<file path="src/rtl/ica_defines.svh">
// Purpose: Constants for the interrupt-clear and reference override bank
// Assumes: AXI4-Lite, 32-bit data, printed offsets are word indexes
// Notes: Byte address is four times the register index
// What this block does
// - Writing one to a PLL-event ack bit clears that pending PLL event.
// - History/limit ack bits 4..0 clear their events; bits 7..5 reserved.
// - Reference ack: bits 6..4 second reference, 2..0 first; 7,3 reserved.
// - Phase control bit 2 zeroes the incremental phase offset, then clears.
// - Phase control bit 1 subtracts one step from the offset, self-clearing.
// - Phase control bit 0 adds one step to the offset, self-clearing.
// - Force bit 1 emulates second reference validation timeout, self-clearing.
// - Force bit 0 emulates first reference validation timeout, self-clearing.
// - Override bit 1 holds second reference invalid; resets to zero.
// - Override bit 0 holds first reference invalid; resets to zero.
// - Bypass bit 1 ignores second monitor, starts its validation timer.
// - Bypass bit 0 ignores first monitor, starts its validation timer.
// - Register after reference ack is wholly reserved, no function.
// - Ack bits self-clear and match the event monitor bit layout.
`ifndef ICA_DEFINES_SVH
`define ICA_DEFINES_SVH
`define ICA_IDX_PLL_ACK      12'ha06
`define ICA_IDX_HIST_ACK     12'ha07
`define ICA_IDX_REF_ACK      12'ha08
`define ICA_IDX_SPARE_ACK    12'ha09
`define ICA_IDX_PHASE_CTRL   12'ha0a
`define ICA_IDX_FORCE        12'ha0b
`define ICA_IDX_OVERRIDE     12'ha0c
`define ICA_IDX_BYPASS       12'ha0d
`define ICA_IDX_STEP         12'h312
`define ICA_IDX_OFFSET       12'he00
`define ICA_IDX_EVT_PLL      12'he01
`define ICA_IDX_EVT_HIST     12'he02
`define ICA_IDX_EVT_REF      12'he03
`define ICA_IDX_IRQ_STAT     12'he04
`define ICA_IDX_IRQ_MASK     12'he05
`define ICA_MASK_PLL         8'hff
`define ICA_MASK_HIST        8'h1f
`define ICA_MASK_REF         8'h77
`define ICA_MASK_PHASE       8'h07
`define ICA_MASK_TWO         8'h03
`define ICA_BIT_PH_RESET     2
`define ICA_BIT_PH_DEC       1
`define ICA_BIT_PH_INC       0
`define ICA_RESP_OKAY        2'h0
`define ICA_RESP_SLVERR      2'h2
`endif

</file>
<file path="src/rtl/ica_pkg.sv">
// Purpose: Types for the interrupt-clear and reference override bank
// Assumes: Used as ica_pkg::name only
// Notes: Per-reference signals bundled as structs
package ica_pkg;
  typedef struct packed {
    logic second;
    logic first;
  } ica_ref_pair_t;
  typedef struct packed {
    ica_ref_pair_t force_valid;
    ica_ref_pair_t hold_invalid;
    ica_ref_pair_t bypass;
  } ica_ref_ctrl_t;
  typedef enum logic [1:0] {
    ICA_RD_IDLE = 2'b00,
    ICA_RD_RESP = 2'b01
  } ica_rd_state_t;
endpackage : ica_pkg

</file>
<file path="src/rtl/ica_bank.sv">
// Purpose: Interrupt acknowledge and reference override register bank
// Assumes: Single 250 MHz clock, async active-high reset, AXI4-Lite slave
// Notes: Pending events live here; event monitors pulse the set inputs
//
// Our own choice: the AXI4-Lite slave port.
`timescale 1ns/100ps
`include "ica_defines.svh"
module ica_bank #(
  parameter int OFFSET_W = 32
) (
  input  wire logic                  core_clk_in,
  input  wire logic                  sys_rst_in,
  input  wire logic [13:0]           s_axi_awaddr_in,
  input  wire logic                  s_axi_awvalid_in,
  output logic                       s_axi_awready_out,
  input  wire logic [31:0]           s_axi_wdata_in,
  input  wire logic [3:0]            s_axi_wstrb_in,
  input  wire logic                  s_axi_wvalid_in,
  output logic                       s_axi_wready_out,
  output logic [1:0]                 s_axi_bresp_out,
  output logic                       s_axi_bvalid_out,
  input  wire logic                  s_axi_bready_in,
  input  wire logic [13:0]           s_axi_araddr_in,
  input  wire logic                  s_axi_arvalid_in,
  output logic                       s_axi_arready_out,
  output logic [31:0]                s_axi_rdata_out,
  output logic [1:0]                 s_axi_rresp_out,
  output logic                       s_axi_rvalid_out,
  output logic                       s_axi_rready_unused_out,
  input  wire logic                  s_axi_rready_in,
  input  wire logic [7:0]            pll_event_set_in,
  input  wire logic [7:0]            hist_event_set_in,
  input  wire logic [7:0]            ref_event_set_in,
  output logic [7:0]                 pll_event_pending_out,
  output logic [7:0]                 hist_event_pending_out,
  output logic [7:0]                 ref_event_pending_out,
  output logic [OFFSET_W-1:0]        phase_offset_out,
  output ica_pkg::ica_ref_ctrl_t     ref_ctrl_out,
  output logic                       irq_out
);

  logic                   aw_held;
  logic                   w_held;
  logic [11:0]            aw_idx;
  logic [31:0]            w_data;
  logic [3:0]             w_strb;
  logic                   wr_fire;
  logic                   wr_hit;
  logic                   lo_en;
  logic [7:0]             wb;
  logic [15:0]            step_size;

  logic [7:0]             phase_pulse;
  logic [1:0]             force_pulse;
  logic [1:0]             override_reg;
  logic [1:0]             bypass_reg;

  logic [7:0]             pll_pend;
  logic [7:0]             hist_pend;
  logic [7:0]             ref_pend;
  logic [OFFSET_W-1:0]    offset_acc;

  logic [2:0]             irq_stat;
  logic [2:0]             irq_mask;
  logic [2:0]             irq_evt;

  ica_pkg::ica_rd_state_t rd_state;
  logic [31:0]            next_rdata;
  logic                   next_rmiss;
  logic [11:0]            ar_idx;

  logic                   sel_pll_ack;
  logic                   sel_hist_ack;
  logic                   sel_ref_ack;
  logic                   sel_phase;
  logic                   sel_force;
  logic                   sel_override;
  logic                   sel_bypass;
  logic                   sel_irq_stat;
  logic                   sel_irq_mask;
  logic                   sel_step;
  logic [7:0]             pll_clr;
  logic [7:0]             hist_clr;
  logic [7:0]             ref_clr;
  logic [2:0]             irq_clr;

  // Write channel capture, either order
  assign s_axi_awready_out = !aw_held && !s_axi_bvalid_out;
  assign s_axi_wready_out  = !w_held && !s_axi_bvalid_out;
  assign s_axi_rready_unused_out = 1'b0;

  always_ff @(posedge core_clk_in or posedge sys_rst_in) begin
    if (sys_rst_in) begin
      aw_held <= 1'b0;
    end else if (wr_fire) begin
      aw_held <= 1'b0;
    end else if (s_axi_awvalid_in && s_axi_awready_out) begin
      aw_held <= 1'b1;
    end
  end

  always_ff @(posedge core_clk_in or posedge sys_rst_in) begin
    if (sys_rst_in) begin
      aw_idx <= 12'h000;
    end else if (s_axi_awvalid_in && s_axi_awready_out) begin
      aw_idx <= s_axi_awaddr_in[13:2];
    end
  end

  always_ff @(posedge core_clk_in or posedge sys_rst_in) begin
    if (sys_rst_in) begin
      w_held <= 1'b0;
    end else if (wr_fire) begin
      w_held <= 1'b0;
    end else if (s_axi_wvalid_in && s_axi_wready_out) begin
      w_held <= 1'b1;
    end
  end

  always_ff @(posedge core_clk_in or posedge sys_rst_in) begin
    if (sys_rst_in) begin
      w_data <= 32'h0000_0000;
      w_strb <= 4'h0;
    end else if (s_axi_wvalid_in && s_axi_wready_out) begin
      w_data <= s_axi_wdata_in;
      w_strb <= s_axi_wstrb_in;
    end
  end

  assign wr_fire = aw_held && w_held;
  assign lo_en   = wr_fire && w_strb[0];
  assign wb      = w_data[7:0];

  // Decoded write selects
  assign sel_pll_ack  = lo_en && (aw_idx == `ICA_IDX_PLL_ACK);
  assign sel_hist_ack = lo_en && (aw_idx == `ICA_IDX_HIST_ACK);
  assign sel_ref_ack  = lo_en && (aw_idx == `ICA_IDX_REF_ACK);
  assign sel_phase    = lo_en && (aw_idx == `ICA_IDX_PHASE_CTRL);
  assign sel_force    = lo_en && (aw_idx == `ICA_IDX_FORCE);
  assign sel_override = lo_en && (aw_idx == `ICA_IDX_OVERRIDE);
  assign sel_bypass   = lo_en && (aw_idx == `ICA_IDX_BYPASS);
  assign sel_irq_stat = lo_en && (aw_idx == `ICA_IDX_IRQ_STAT);
  assign sel_irq_mask = lo_en && (aw_idx == `ICA_IDX_IRQ_MASK);
  assign sel_step     = wr_fire && (aw_idx == `ICA_IDX_STEP);

  // Clear masks from acknowledge writes
  assign pll_clr  = sel_pll_ack ? wb : 8'h00;
  assign hist_clr = sel_hist_ack ? wb : 8'h00;
  assign ref_clr  = sel_ref_ack ? wb : 8'h00;
  assign irq_clr  = sel_irq_stat ? wb[2:0] : 3'b000;

  always_comb begin
    case (aw_idx)
      `ICA_IDX_PLL_ACK, `ICA_IDX_HIST_ACK, `ICA_IDX_REF_ACK,
      `ICA_IDX_SPARE_ACK, `ICA_IDX_PHASE_CTRL, `ICA_IDX_FORCE,
      `ICA_IDX_OVERRIDE, `ICA_IDX_BYPASS, `ICA_IDX_STEP,
      `ICA_IDX_IRQ_STAT, `ICA_IDX_IRQ_MASK: wr_hit = 1'b1;
      default: wr_hit = 1'b0;
    endcase
  end

  // Write response
  always_ff @(posedge core_clk_in or posedge sys_rst_in) begin
    if (sys_rst_in) begin
      s_axi_bvalid_out <= 1'b0;
    end else if (wr_fire) begin
      s_axi_bvalid_out <= 1'b1;
    end else if (s_axi_bready_in) begin
      s_axi_bvalid_out <= 1'b0;
    end
  end

  always_ff @(posedge core_clk_in or posedge sys_rst_in) begin
    if (sys_rst_in) begin
      s_axi_bresp_out <= `ICA_RESP_OKAY;
    end else if (wr_fire) begin
      s_axi_bresp_out <= wr_hit ? `ICA_RESP_OKAY : `ICA_RESP_SLVERR;
    end
  end

  // Step size, two bytes in one word
  always_ff @(posedge core_clk_in or posedge sys_rst_in) begin
    if (sys_rst_in) begin
      step_size <= 16'h0000;
    end else if (sel_step) begin
      if (w_strb[0]) begin
        step_size[7:0] <= w_data[7:0];
      end
      if (w_strb[1]) begin
        step_size[15:8] <= w_data[15:8];
      end
    end
  end

  // Single-cycle action pulses; zero bits do nothing
  always_ff @(posedge core_clk_in or posedge sys_rst_in) begin
    if (sys_rst_in) begin
      phase_pulse <= 8'h00;
    end else if (sel_phase) begin
      phase_pulse <= wb & `ICA_MASK_PHASE;
    end else begin
      phase_pulse <= 8'h00;
    end
  end

  always_ff @(posedge core_clk_in or posedge sys_rst_in) begin
    if (sys_rst_in) begin
      force_pulse <= 2'b00;
    end else if (sel_force) begin
      force_pulse <= wb[1:0];
    end else begin
      force_pulse <= 2'b00;
    end
  end

  // Incremental phase offset; reset wins, then dec, then inc
  always_ff @(posedge core_clk_in or posedge sys_rst_in) begin
    if (sys_rst_in) begin
      offset_acc <= '0;
    end else if (phase_pulse[`ICA_BIT_PH_RESET]) begin
      offset_acc <= '0;
    end else if (phase_pulse[`ICA_BIT_PH_DEC]) begin
      offset_acc <= offset_acc - OFFSET_W'(step_size);
    end else if (phase_pulse[`ICA_BIT_PH_INC]) begin
      offset_acc <= offset_acc + OFFSET_W'(step_size);
    end
  end

  // Override and bypass levels
  always_ff @(posedge core_clk_in or posedge sys_rst_in) begin
    if (sys_rst_in) begin
      override_reg <= 2'b00;
    end else if (sel_override) begin
      override_reg <= wb[1:0];
    end
  end

  always_ff @(posedge core_clk_in or posedge sys_rst_in) begin
    if (sys_rst_in) begin
      bypass_reg <= 2'b00;
    end else if (sel_bypass) begin
      bypass_reg <= wb[1:0];
    end
  end

  assign ref_ctrl_out.force_valid.second  = force_pulse[1];
  assign ref_ctrl_out.force_valid.first   = force_pulse[0];
  assign ref_ctrl_out.hold_invalid.second = override_reg[1];
  assign ref_ctrl_out.hold_invalid.first  = override_reg[0];
  assign ref_ctrl_out.bypass.second       = bypass_reg[1];
  assign ref_ctrl_out.bypass.first        = bypass_reg[0];
  assign phase_offset_out = offset_acc;

  // Pending events: set wins over ack clear
  localparam logic [7:0] PLL_KEEP  = `ICA_MASK_PLL;
  localparam logic [7:0] HIST_KEEP = `ICA_MASK_HIST;
  localparam logic [7:0] REF_KEEP  = `ICA_MASK_REF;

  for (genvar g = 0; g < 8; g++) begin : g_pend
    always_ff @(posedge core_clk_in or posedge sys_rst_in) begin
      if (sys_rst_in) begin
        pll_pend[g]  <= 1'b0;
        hist_pend[g] <= 1'b0;
        ref_pend[g]  <= 1'b0;
      end else begin
        pll_pend[g] <= PLL_KEEP[g]
                       & ((pll_pend[g] & ~pll_clr[g])
                       | pll_event_set_in[g]);
        hist_pend[g] <= HIST_KEEP[g]
                        & ((hist_pend[g] & ~hist_clr[g])
                        | hist_event_set_in[g]);
        ref_pend[g] <= REF_KEEP[g]
                       & ((ref_pend[g] & ~ref_clr[g])
                       | ref_event_set_in[g]);
      end
    end
  end

  assign pll_event_pending_out  = pll_pend;
  assign hist_event_pending_out = hist_pend;
  assign ref_event_pending_out  = ref_pend;

  // Interrupt status per group, sticky, write one to clear
  assign irq_evt = {|ref_event_set_in, |hist_event_set_in,
                    |pll_event_set_in};

  for (genvar k = 0; k < 3; k++) begin : g_irq
    always_ff @(posedge core_clk_in or posedge sys_rst_in) begin
      if (sys_rst_in) begin
        irq_stat[k] <= 1'b0;
      end else begin
        irq_stat[k] <= (irq_stat[k] & ~irq_clr[k]) | irq_evt[k];
      end
    end
  end

  always_ff @(posedge core_clk_in or posedge sys_rst_in) begin
    if (sys_rst_in) begin
      irq_mask <= 3'b000;
    end else if (sel_irq_mask) begin
      irq_mask <= wb[2:0];
    end
  end

  assign irq_out = |(irq_stat & irq_mask);

  // Read path; ack, pulse and reserved registers read zero
  assign ar_idx = s_axi_araddr_in[13:2];
  always_comb begin
    next_rdata = 32'h0000_0000;
    next_rmiss = 1'b0;
    case (ar_idx)
      `ICA_IDX_PLL_ACK, `ICA_IDX_HIST_ACK, `ICA_IDX_REF_ACK,
      `ICA_IDX_PHASE_CTRL, `ICA_IDX_FORCE: begin
        next_rdata = 32'h0000_0000;
      end
      `ICA_IDX_SPARE_ACK: begin
        next_rdata = 32'h0000_0000;
      end
      `ICA_IDX_OVERRIDE: next_rdata = {30'h0, override_reg};
      `ICA_IDX_BYPASS:   next_rdata = {30'h0, bypass_reg};
      `ICA_IDX_STEP:     next_rdata = {16'h0, step_size};
      `ICA_IDX_OFFSET:   next_rdata = 32'(offset_acc);
      `ICA_IDX_EVT_PLL:  next_rdata = {24'h0, pll_pend};
      `ICA_IDX_EVT_HIST: next_rdata = {24'h0, hist_pend};
      `ICA_IDX_EVT_REF:  next_rdata = {24'h0, ref_pend};
      `ICA_IDX_IRQ_STAT: next_rdata = {29'h0, irq_stat};
      `ICA_IDX_IRQ_MASK: next_rdata = {29'h0, irq_mask};
      default:           next_rmiss = 1'b1;
    endcase
  end

  assign s_axi_arready_out = (rd_state == ica_pkg::ICA_RD_IDLE);

  // Read data captured as the address is taken
  always_ff @(posedge core_clk_in or posedge sys_rst_in) begin
    if (sys_rst_in) begin
      s_axi_rdata_out <= 32'h0000_0000;
      s_axi_rresp_out <= `ICA_RESP_OKAY;
    end else if (s_axi_arvalid_in && s_axi_arready_out) begin
      s_axi_rdata_out <= next_rdata;
      s_axi_rresp_out <= next_rmiss ? `ICA_RESP_SLVERR
                                    : `ICA_RESP_OKAY;
    end
  end

  // Read response state
  always_ff @(posedge core_clk_in or posedge sys_rst_in) begin
    if (sys_rst_in) begin
      rd_state         <= ica_pkg::ICA_RD_IDLE;
      s_axi_rvalid_out <= 1'b0;
    end else begin
      case (rd_state)
        ica_pkg::ICA_RD_IDLE: begin
          if (s_axi_arvalid_in) begin
            rd_state         <= ica_pkg::ICA_RD_RESP;
            s_axi_rvalid_out <= 1'b1;
          end
        end
        ica_pkg::ICA_RD_RESP: begin
          if (s_axi_rready_in) begin
            rd_state         <= ica_pkg::ICA_RD_IDLE;
            s_axi_rvalid_out <= 1'b0;
          end
        end
        default: begin
          rd_state         <= ica_pkg::ICA_RD_IDLE;
          s_axi_rvalid_out <= 1'b0;
        end
      endcase
    end
  end

endmodule : ica_bank

</file>
<file path="config.mk">
export PLATFORM = sky130hd
export DESIGN_NAME = ica_bank
export DESIGN_NICKNAME = d
export VERILOG_FILES = /design/src/rtl/ica_pkg.sv /design/src/rtl/ica_bank.sv
export VERILOG_INCLUDE_DIRS = /design/src /design/src/rtl
export SDC_FILE = /design/constraint.sdc
export NUM_CORES = 1
export LEC_CHECK = 0
export BUFFER_PORTS_ARGS = -buffer_cell sky130_fd_sc_hd__buf_2
export CORE_AREA = 2 2 147 149
export CTS_BUF_LIST = sky130_fd_sc_hd__clkbuf_2 sky130_fd_sc_hd__clkbuf_4 sky130_fd_sc_hd__clkbuf_8
export DETAILED_ROUTE_END_ITERATION = 8
export DIE_AREA = 0 0 149 151
export GPL_TIMING_DRIVEN = 0
export HOLD_SLACK_MARGIN = 0.03
export PLACE_DENSITY = 0.73
export SKIP_LAST_GASP = 1
export SYNTH_ARGS = -nofsm -noshare
export SYNTH_HDL_FRONTEND = slang
export SYNTH_SLANG_ARGS = --single-unit
</file>
<file path="constraint.sdc">
create_clock -name core_clk_in -period 7.1 [get_ports core_clk_in]
set_input_delay 0.71 -clock core_clk_in [delete_from_list [all_inputs] [get_ports core_clk_in]]
set_output_delay 0.71 -clock core_clk_in [all_outputs]
set_load 0.02 [all_outputs]
</file>
Yosys cells after proc, flatten, opt, wreduce, memory -nomap -nowiden:

Cells that the tools add are included.

* bitwise operators: 67
* eq/ne operators: 29
* $add $sub $neg: 2
* muxes and demuxes: 25
* reductions and logical operators: 34

Operator list (count)
* $eq 12x12->1 const B: 24
* $pmux 32 s9: 1
* $mux 32: 3
* $add 32x16->32: 1
* $sub 32x16->32: 1
* $eq 12x10->1 const B: 2
* $reduce_or 8->1: 3
* $and 1x1->1: 22
* $not 1->1: 22
* $or 1x1->1: 22
* $logic_and 1x1->1: 17
* $reduce_or 15->1: 1
* $reduce_or 11->1: 1
* $mux 2: 5
* $mux 1: 9
* $mux 8: 1
* $mux 7: 1
* $mux 3: 2
* $reduce_and 2->1: 3
* $reduce_bool 2->1: 3
* $mux 5: 1
* $ne 2x2->1 const B: 2
* $pmux 2 s2: 1
* $and 3x3->3: 1
* other kinds (6): 8

* logic and storage cells: 198
* register bits: 154
* output and inout bits: 105

Longest topological paths before layout:

* depth after elaboration: 7
* mapped depth: 19
* depth with buffers taken out: 19

Worst setup path after synthesis:

No wires, ideal clock.

* path type: register to register
* from: register step_size[0]
* to: register offset_acc[29], in the netlist phase_offset_out[29]
* arrival: 3.711 ns
* cell stages (with the launch flop): 20
* required time: 6.979 ns
* setup slack: 3.269 ns
* setup time: 0.121 ns
* cells stage by stage: dfrtp_1 nor3_1 nand2_1 nor3_1 nor3b_1 nor3b_2 inv_1 nor2_1 ha_1 mux2i_1 ha_1 inv_1 o21bai_1 a21oi_1 o21ai_0 a41oi_4 o21ai_2 o41ai_2 xnor2_1 a22o_1

* longest elaborated chain between the ends: 4
* elaborated cells between the ends (all ways): 5

Ends and longest elaborated chain
* from (decl): RTL line ica_bank.sv:51 `logic [15:0] step_size;`
* from (signal assigned): RTL line ica_bank.sv:187 `step_size[7:0] <= w_data[7:0];`
* $add 32x16->32: RTL line ica_bank.sv:225 `offset_acc <= offset_acc + OFFSET_W'(step_size);`
* $mux 32: RTL line ica_bank.sv:224 `` end else if (phase_pulse[`ICA_BIT_PH_INC]) begin ``
* $mux 32 (*): RTL line ica_bank.sv:222 `` end else if (phase_pulse[`ICA_BIT_PH_DEC]) begin ``
* $mux 32 (*): RTL line ica_bank.sv:220 `` end else if (phase_pulse[`ICA_BIT_PH_RESET]) begin ``
* to (signal assigned): RTL line ica_bank.sv:223 `offset_acc <= offset_acc - OFFSET_W'(step_size);`
* to (signal assigned): RTL line ica_bank.sv:225
* to (decl): RTL line ica_bank.sv:61 `logic [OFFSET_W-1:0] offset_acc;`

Every way passes the cells marked *; elsewhere a longest branch is shown, timed or not. The select of a mux whose other input is x is not followed.
A chain may end at the register's enable or synchronous reset.

Worst setup path in the final report:

* from: register step_size[0]
* to: register offset_acc[28], in the netlist phase_offset_out[28]

Same word-level chain as after synthesis.

==> results_tabular.tex <==
\begin{tabular}{lr}
\hline
Metric & Value \\
\hline
\multicolumn{2}{l}{\textbf{Clock tree}} \\
Depth of the CTS H-tree & 4 \\
Post-CTS repair timing setup buffer count & 0 \\
Clock net sink count & 150 \\
Clock slew at the register clock pins of the worst setup and hold paths & 90 ps \\
CTS tree & built \\
Number of gates given a new drive strength after cts & 0 \\
Max Buffers Root-to-Sink & 2 \\
TritonCTS Buffers & 17 \\
Total of hold buffers inserted after clock tree synthesis & 0 \\
Clock insertion delay at the later pin of the skew report & 460 ps \\
Root buf cell & clkbuf\_8 \\
\multicolumn{2}{l}{\textbf{Route}} \\
Routed wirelength normalized by instance count & 17.9 microns \\
Detailed-router iteration count before antenna repair & 5 \\
Total number of vias & 7137 \\
DRC violation count after routing & 0 \\
Initial drt markers & 459 \\
Routed Antenna Nets & 0 \\
Detail-routed via count per cell & 5.45 \\
Final Routed Wirelength & 23.5 mm \\
\multicolumn{2}{l}{\textbf{Worst setup path}} \\
Startpoint of the worst register-to-register path & step\_size[0] \\
Data required time of the critical path & 7450 ps \\
Launch point of the worst path & step\_size[0] \\
List of cells traversed by the critical path & nor3\_1 > nand2\_1 > nor3\_1 > nor3b\_1 > nor3b\_2 > a21oi\_1 > xnor2\_1 > ha\_1 > and3\_1 > o2111a\_1 > o21a\_1 > o21ai\_1 > a31oi\_1 > a311o\_1 > a21oi\_1 > xnor2\_1 > a22o\_1 \\
Critical path's slowest cell & nor3b\_2 \\
Max FO, Critical Path & 10 \\
CP Data Arrival Time & 5070 ps \\
CP Capture Type & register \\
Class of the most critical setup path & reg2reg \\
Setup crit start kind & register \\
Largest stage delay on the critical path & 640 ps \\
\multicolumn{2}{l}{\textbf{Global routing}} \\
Number of antenna violations at the first check in global routing & 2 \\
Via count of the first global-routing pass & 7011 \\
Wire length of the first global-routing pass & 37.1 mm \\
Largest net degree at the start of global routing & 90 \\
Leftover overflow at the end of global routing & 0 \\
All-Layer GR Usage & 21.3\% \\
\multicolumn{2}{l}{\textbf{Final layout}} \\
Fill cell count & 1992 \\
Most common library cell in the layout ignoring fill and taps & buf\_2 \\
Nets@finish & 1151 \\
Fraction of final layout cells sized beyond drive strength 1 & 26.5\% \\
Fin util & 47.4\% \\
Total area of sequential cells & 3750 sq um \\
Post-synthesis to final-layout area growth & 20.3\% \\
Filler-free cell count of the finished design & 1310 \\
Area taken by multi-input logic gates & 4210 sq um \\
Most frequent cells in the layout & 168 x buf\_2, 150 x dfrtp\_1, 101 x nand2\_1 \\
\multicolumn{2}{l}{\textbf{Run}} \\
Max-capacitance violation count & 0 \\
\multicolumn{2}{l}{\textbf{STA}} \\
Max Clock Freq & 212 MHz \\
Max-slew violation count & 0 \\
Clk\_skew & 19.0 ps \\
Worst max-slew margin expressed relative to the limit & 27.7\% \\
Worst-Margin Slew & 1080 ps \\
Final setup violation count & 0 \\
Final cycle utilization of the critical path & 66.5\% \\
Unrepaired setup endpoints after global routing & no \\
Final worst setup slack & 2380 ps \\
Minimum clock period after layout & 4720 ps \\
Final Hold Violating Endpoints & 0 \\
Setup TNS & 0 ps \\
\multicolumn{2}{l}{\textbf{Yosys}} \\
Fraction of the yosys area taken by sequential cells & 45.7\% \\
Synth Flop Type & dfrtp\_1 \\
Dominant combinational cell family by area after synthesis & compound AO/OA/AOI/OAI gates \\
Share of flip-flops with an asynchronous set or reset & 100\% \\
Synth Warn \# & 0 \\
Multiplexer fraction of the synthesized cell area & 7.48\% \\
Xor and xnor area share after synthesis & 4.05\% \\
Post-synth top area share & 45.7\% \\
Yosys top cell by area & dfrtp\_1 \\
Flip-flop and latch count after synthesis & 150 \\
Post-Synthesis Mean Instance Area & 9.92 sq um \\
Ranking of synthesized cells by area & dfrtp\_1 46\%, mux2\_2 7.0\%, ha\_1 5.0\% \\
Synthesized-area fraction occupied by and/or/nand/nor cells & 16.3\% \\
Share of synthesized cell area in full adder, half adder and majority cells & 5.27\% \\
Area of the mapped netlist & 8210 sq um \\
Synthesized-area fraction occupied by ao, oa, aoi and oai cells & 17.7\% \\
Gate count of the mapped netlist & 828 \\
Number of enable-type register cells in the synthesized netlist & 0 \\
Netlist cell types & 67 \\
\multicolumn{2}{l}{\textbf{Floorplan}} \\
Number of standard-cell rows in the floorplan & 53 \\
Die height & 151 microns \\
Die Span X & 149 microns \\
Core area & 20800 sq um \\
Boundary pin count & 200 \\
Starting density of the core & 39.4\% \\
Area enclosed by the die boundary & 22500 sq um \\
\multicolumn{2}{l}{\textbf{Place}} \\
Buffers added on ports & 167 \\
Placer's final routability congestion estimate & 0.922 \\
Pre-CTS WS & 2490 ps \\
Total half-perimeter wirelength after legalization and detailed placement & 17.8 mm \\
Placed insts & 1278 \\
\multicolumn{2}{l}{\textbf{Hold path}} \\
Class of the most critical hold timing path & in2async \\
\multicolumn{2}{l}{\textbf{Power}} \\
Worst vdd ir & 0.216 mV \\
Total power divided by cell area & 273 nW/um\^{}2 \\
Lkg Pwr & 4.71 nW \\
\multicolumn{2}{l}{\textbf{Outcome}} \\
Status & completed \\
\hline
\end{tabular}
==> final timing paths <==
check / slack, ps / endpoint / cells after the start
setup / recovery: 2380 / phase_offset_out[28] / 17
hold / removal: 330 / pll_event_pending_out[1] / 2
setup reg to reg: 2380 / phase_offset_out[28] / 17
hold reg to reg: 460 / s_axi_rdata_out[28] / 2
max in group asynchronous: 5940 / w_data[1] / 3
min in group core_clk_in: 420 / s_axi_bvalid_out / 2
==> power by group <==
group / switching (W) / total, W / internal, W
clock: 0.000335 / 0.000705 / 0.000370
combinational: 0.000484 / 0.000905 / 0.000421
sequential: 0.000111 / 0.00108 / 0.000973
total: 0.000931 / 0.00269 / 0.00176
==> cell usage after synthesis (7+ instances only) <==
cell type / n
a21o_1: 38
a21oi_1: 28
a221oi_1: 11
a22o_1: 20
a31oi_1: 11
and3_1: 7
buf_4: 9
clkbuf_1: 27
dfrtp_1: 150
ha_1: 33
inv_1: 24
mux2_2: 51
nand2_1: 101
nand2b_1: 8
nand3_1: 28
nor2_1: 70
nor2b_1: 11
nor3_1: 13
nor4_1: 12
o21a_1: 8
o21ai_0: 31
o21bai_1: 7
xnor2_1: 28
xor2_1: 10
==> cell families (layout without fill, tap and decap cells) <==
logic type / after synthesis / after routing
buffers and inverters: 65 / 264
multiplexers: 55 / 55
flip-flops: 150 / 150
AND/OR/NAND/NOR: 285 / 285
adder cells (fa/ha/maj): 34 / 34
other: 1 / 9
AO/OA/AOI/OAI: 200 / 200
XOR/XNOR: 38 / 38
==> layout make-up <==
class	count	share of cell area, %
multi-input cells	620	42.6
flip-flops and latches	150	38.0
repair buffers	168	8.74
well taps	275	3.48
clock buffers	21	2.74
plain buffers	41	1.91
clock inverters	10	1.47
inverters	24	0.963
diodes	1	0.0253
==> through the flow <==
stage	instance area [sq um]	hold WS, ps	power [W]
6_report	9870	327	0.00269
5_1_grt	9870	369	0.00285
4_1_cts	9870	343	0.00271
3_5_place_dp	9460	451	0.00200
3_3_place_gp	9420	444	0.00198
2_1_floorplan	8240	477	0.00177
==> per-layer routing <==
metal	up-vias	GRT usage, %	part of all wire (%)	wire [microns]
met5	-	0	0.055	13
met4	2	6.71	2.0	477
met3	34	5.66	7.9	1850
met2	256	34.8	47	11000
met1	3469	27.8	43	10100
li1	3376	-	-	-
==> worst max-delay path: cells and delay by family (launching register included) <==
family | cells | cell delay, ps
AO/OA/AOI/OAI | 8 | 1620
AND/OR/NAND/NOR | 6 | 1760
XOR/XNOR | 2 | 300
flip-flops | 1 | 470
adder cells (fa/ha/maj) | 1 | 440
(Power assumes the default switching activity.)
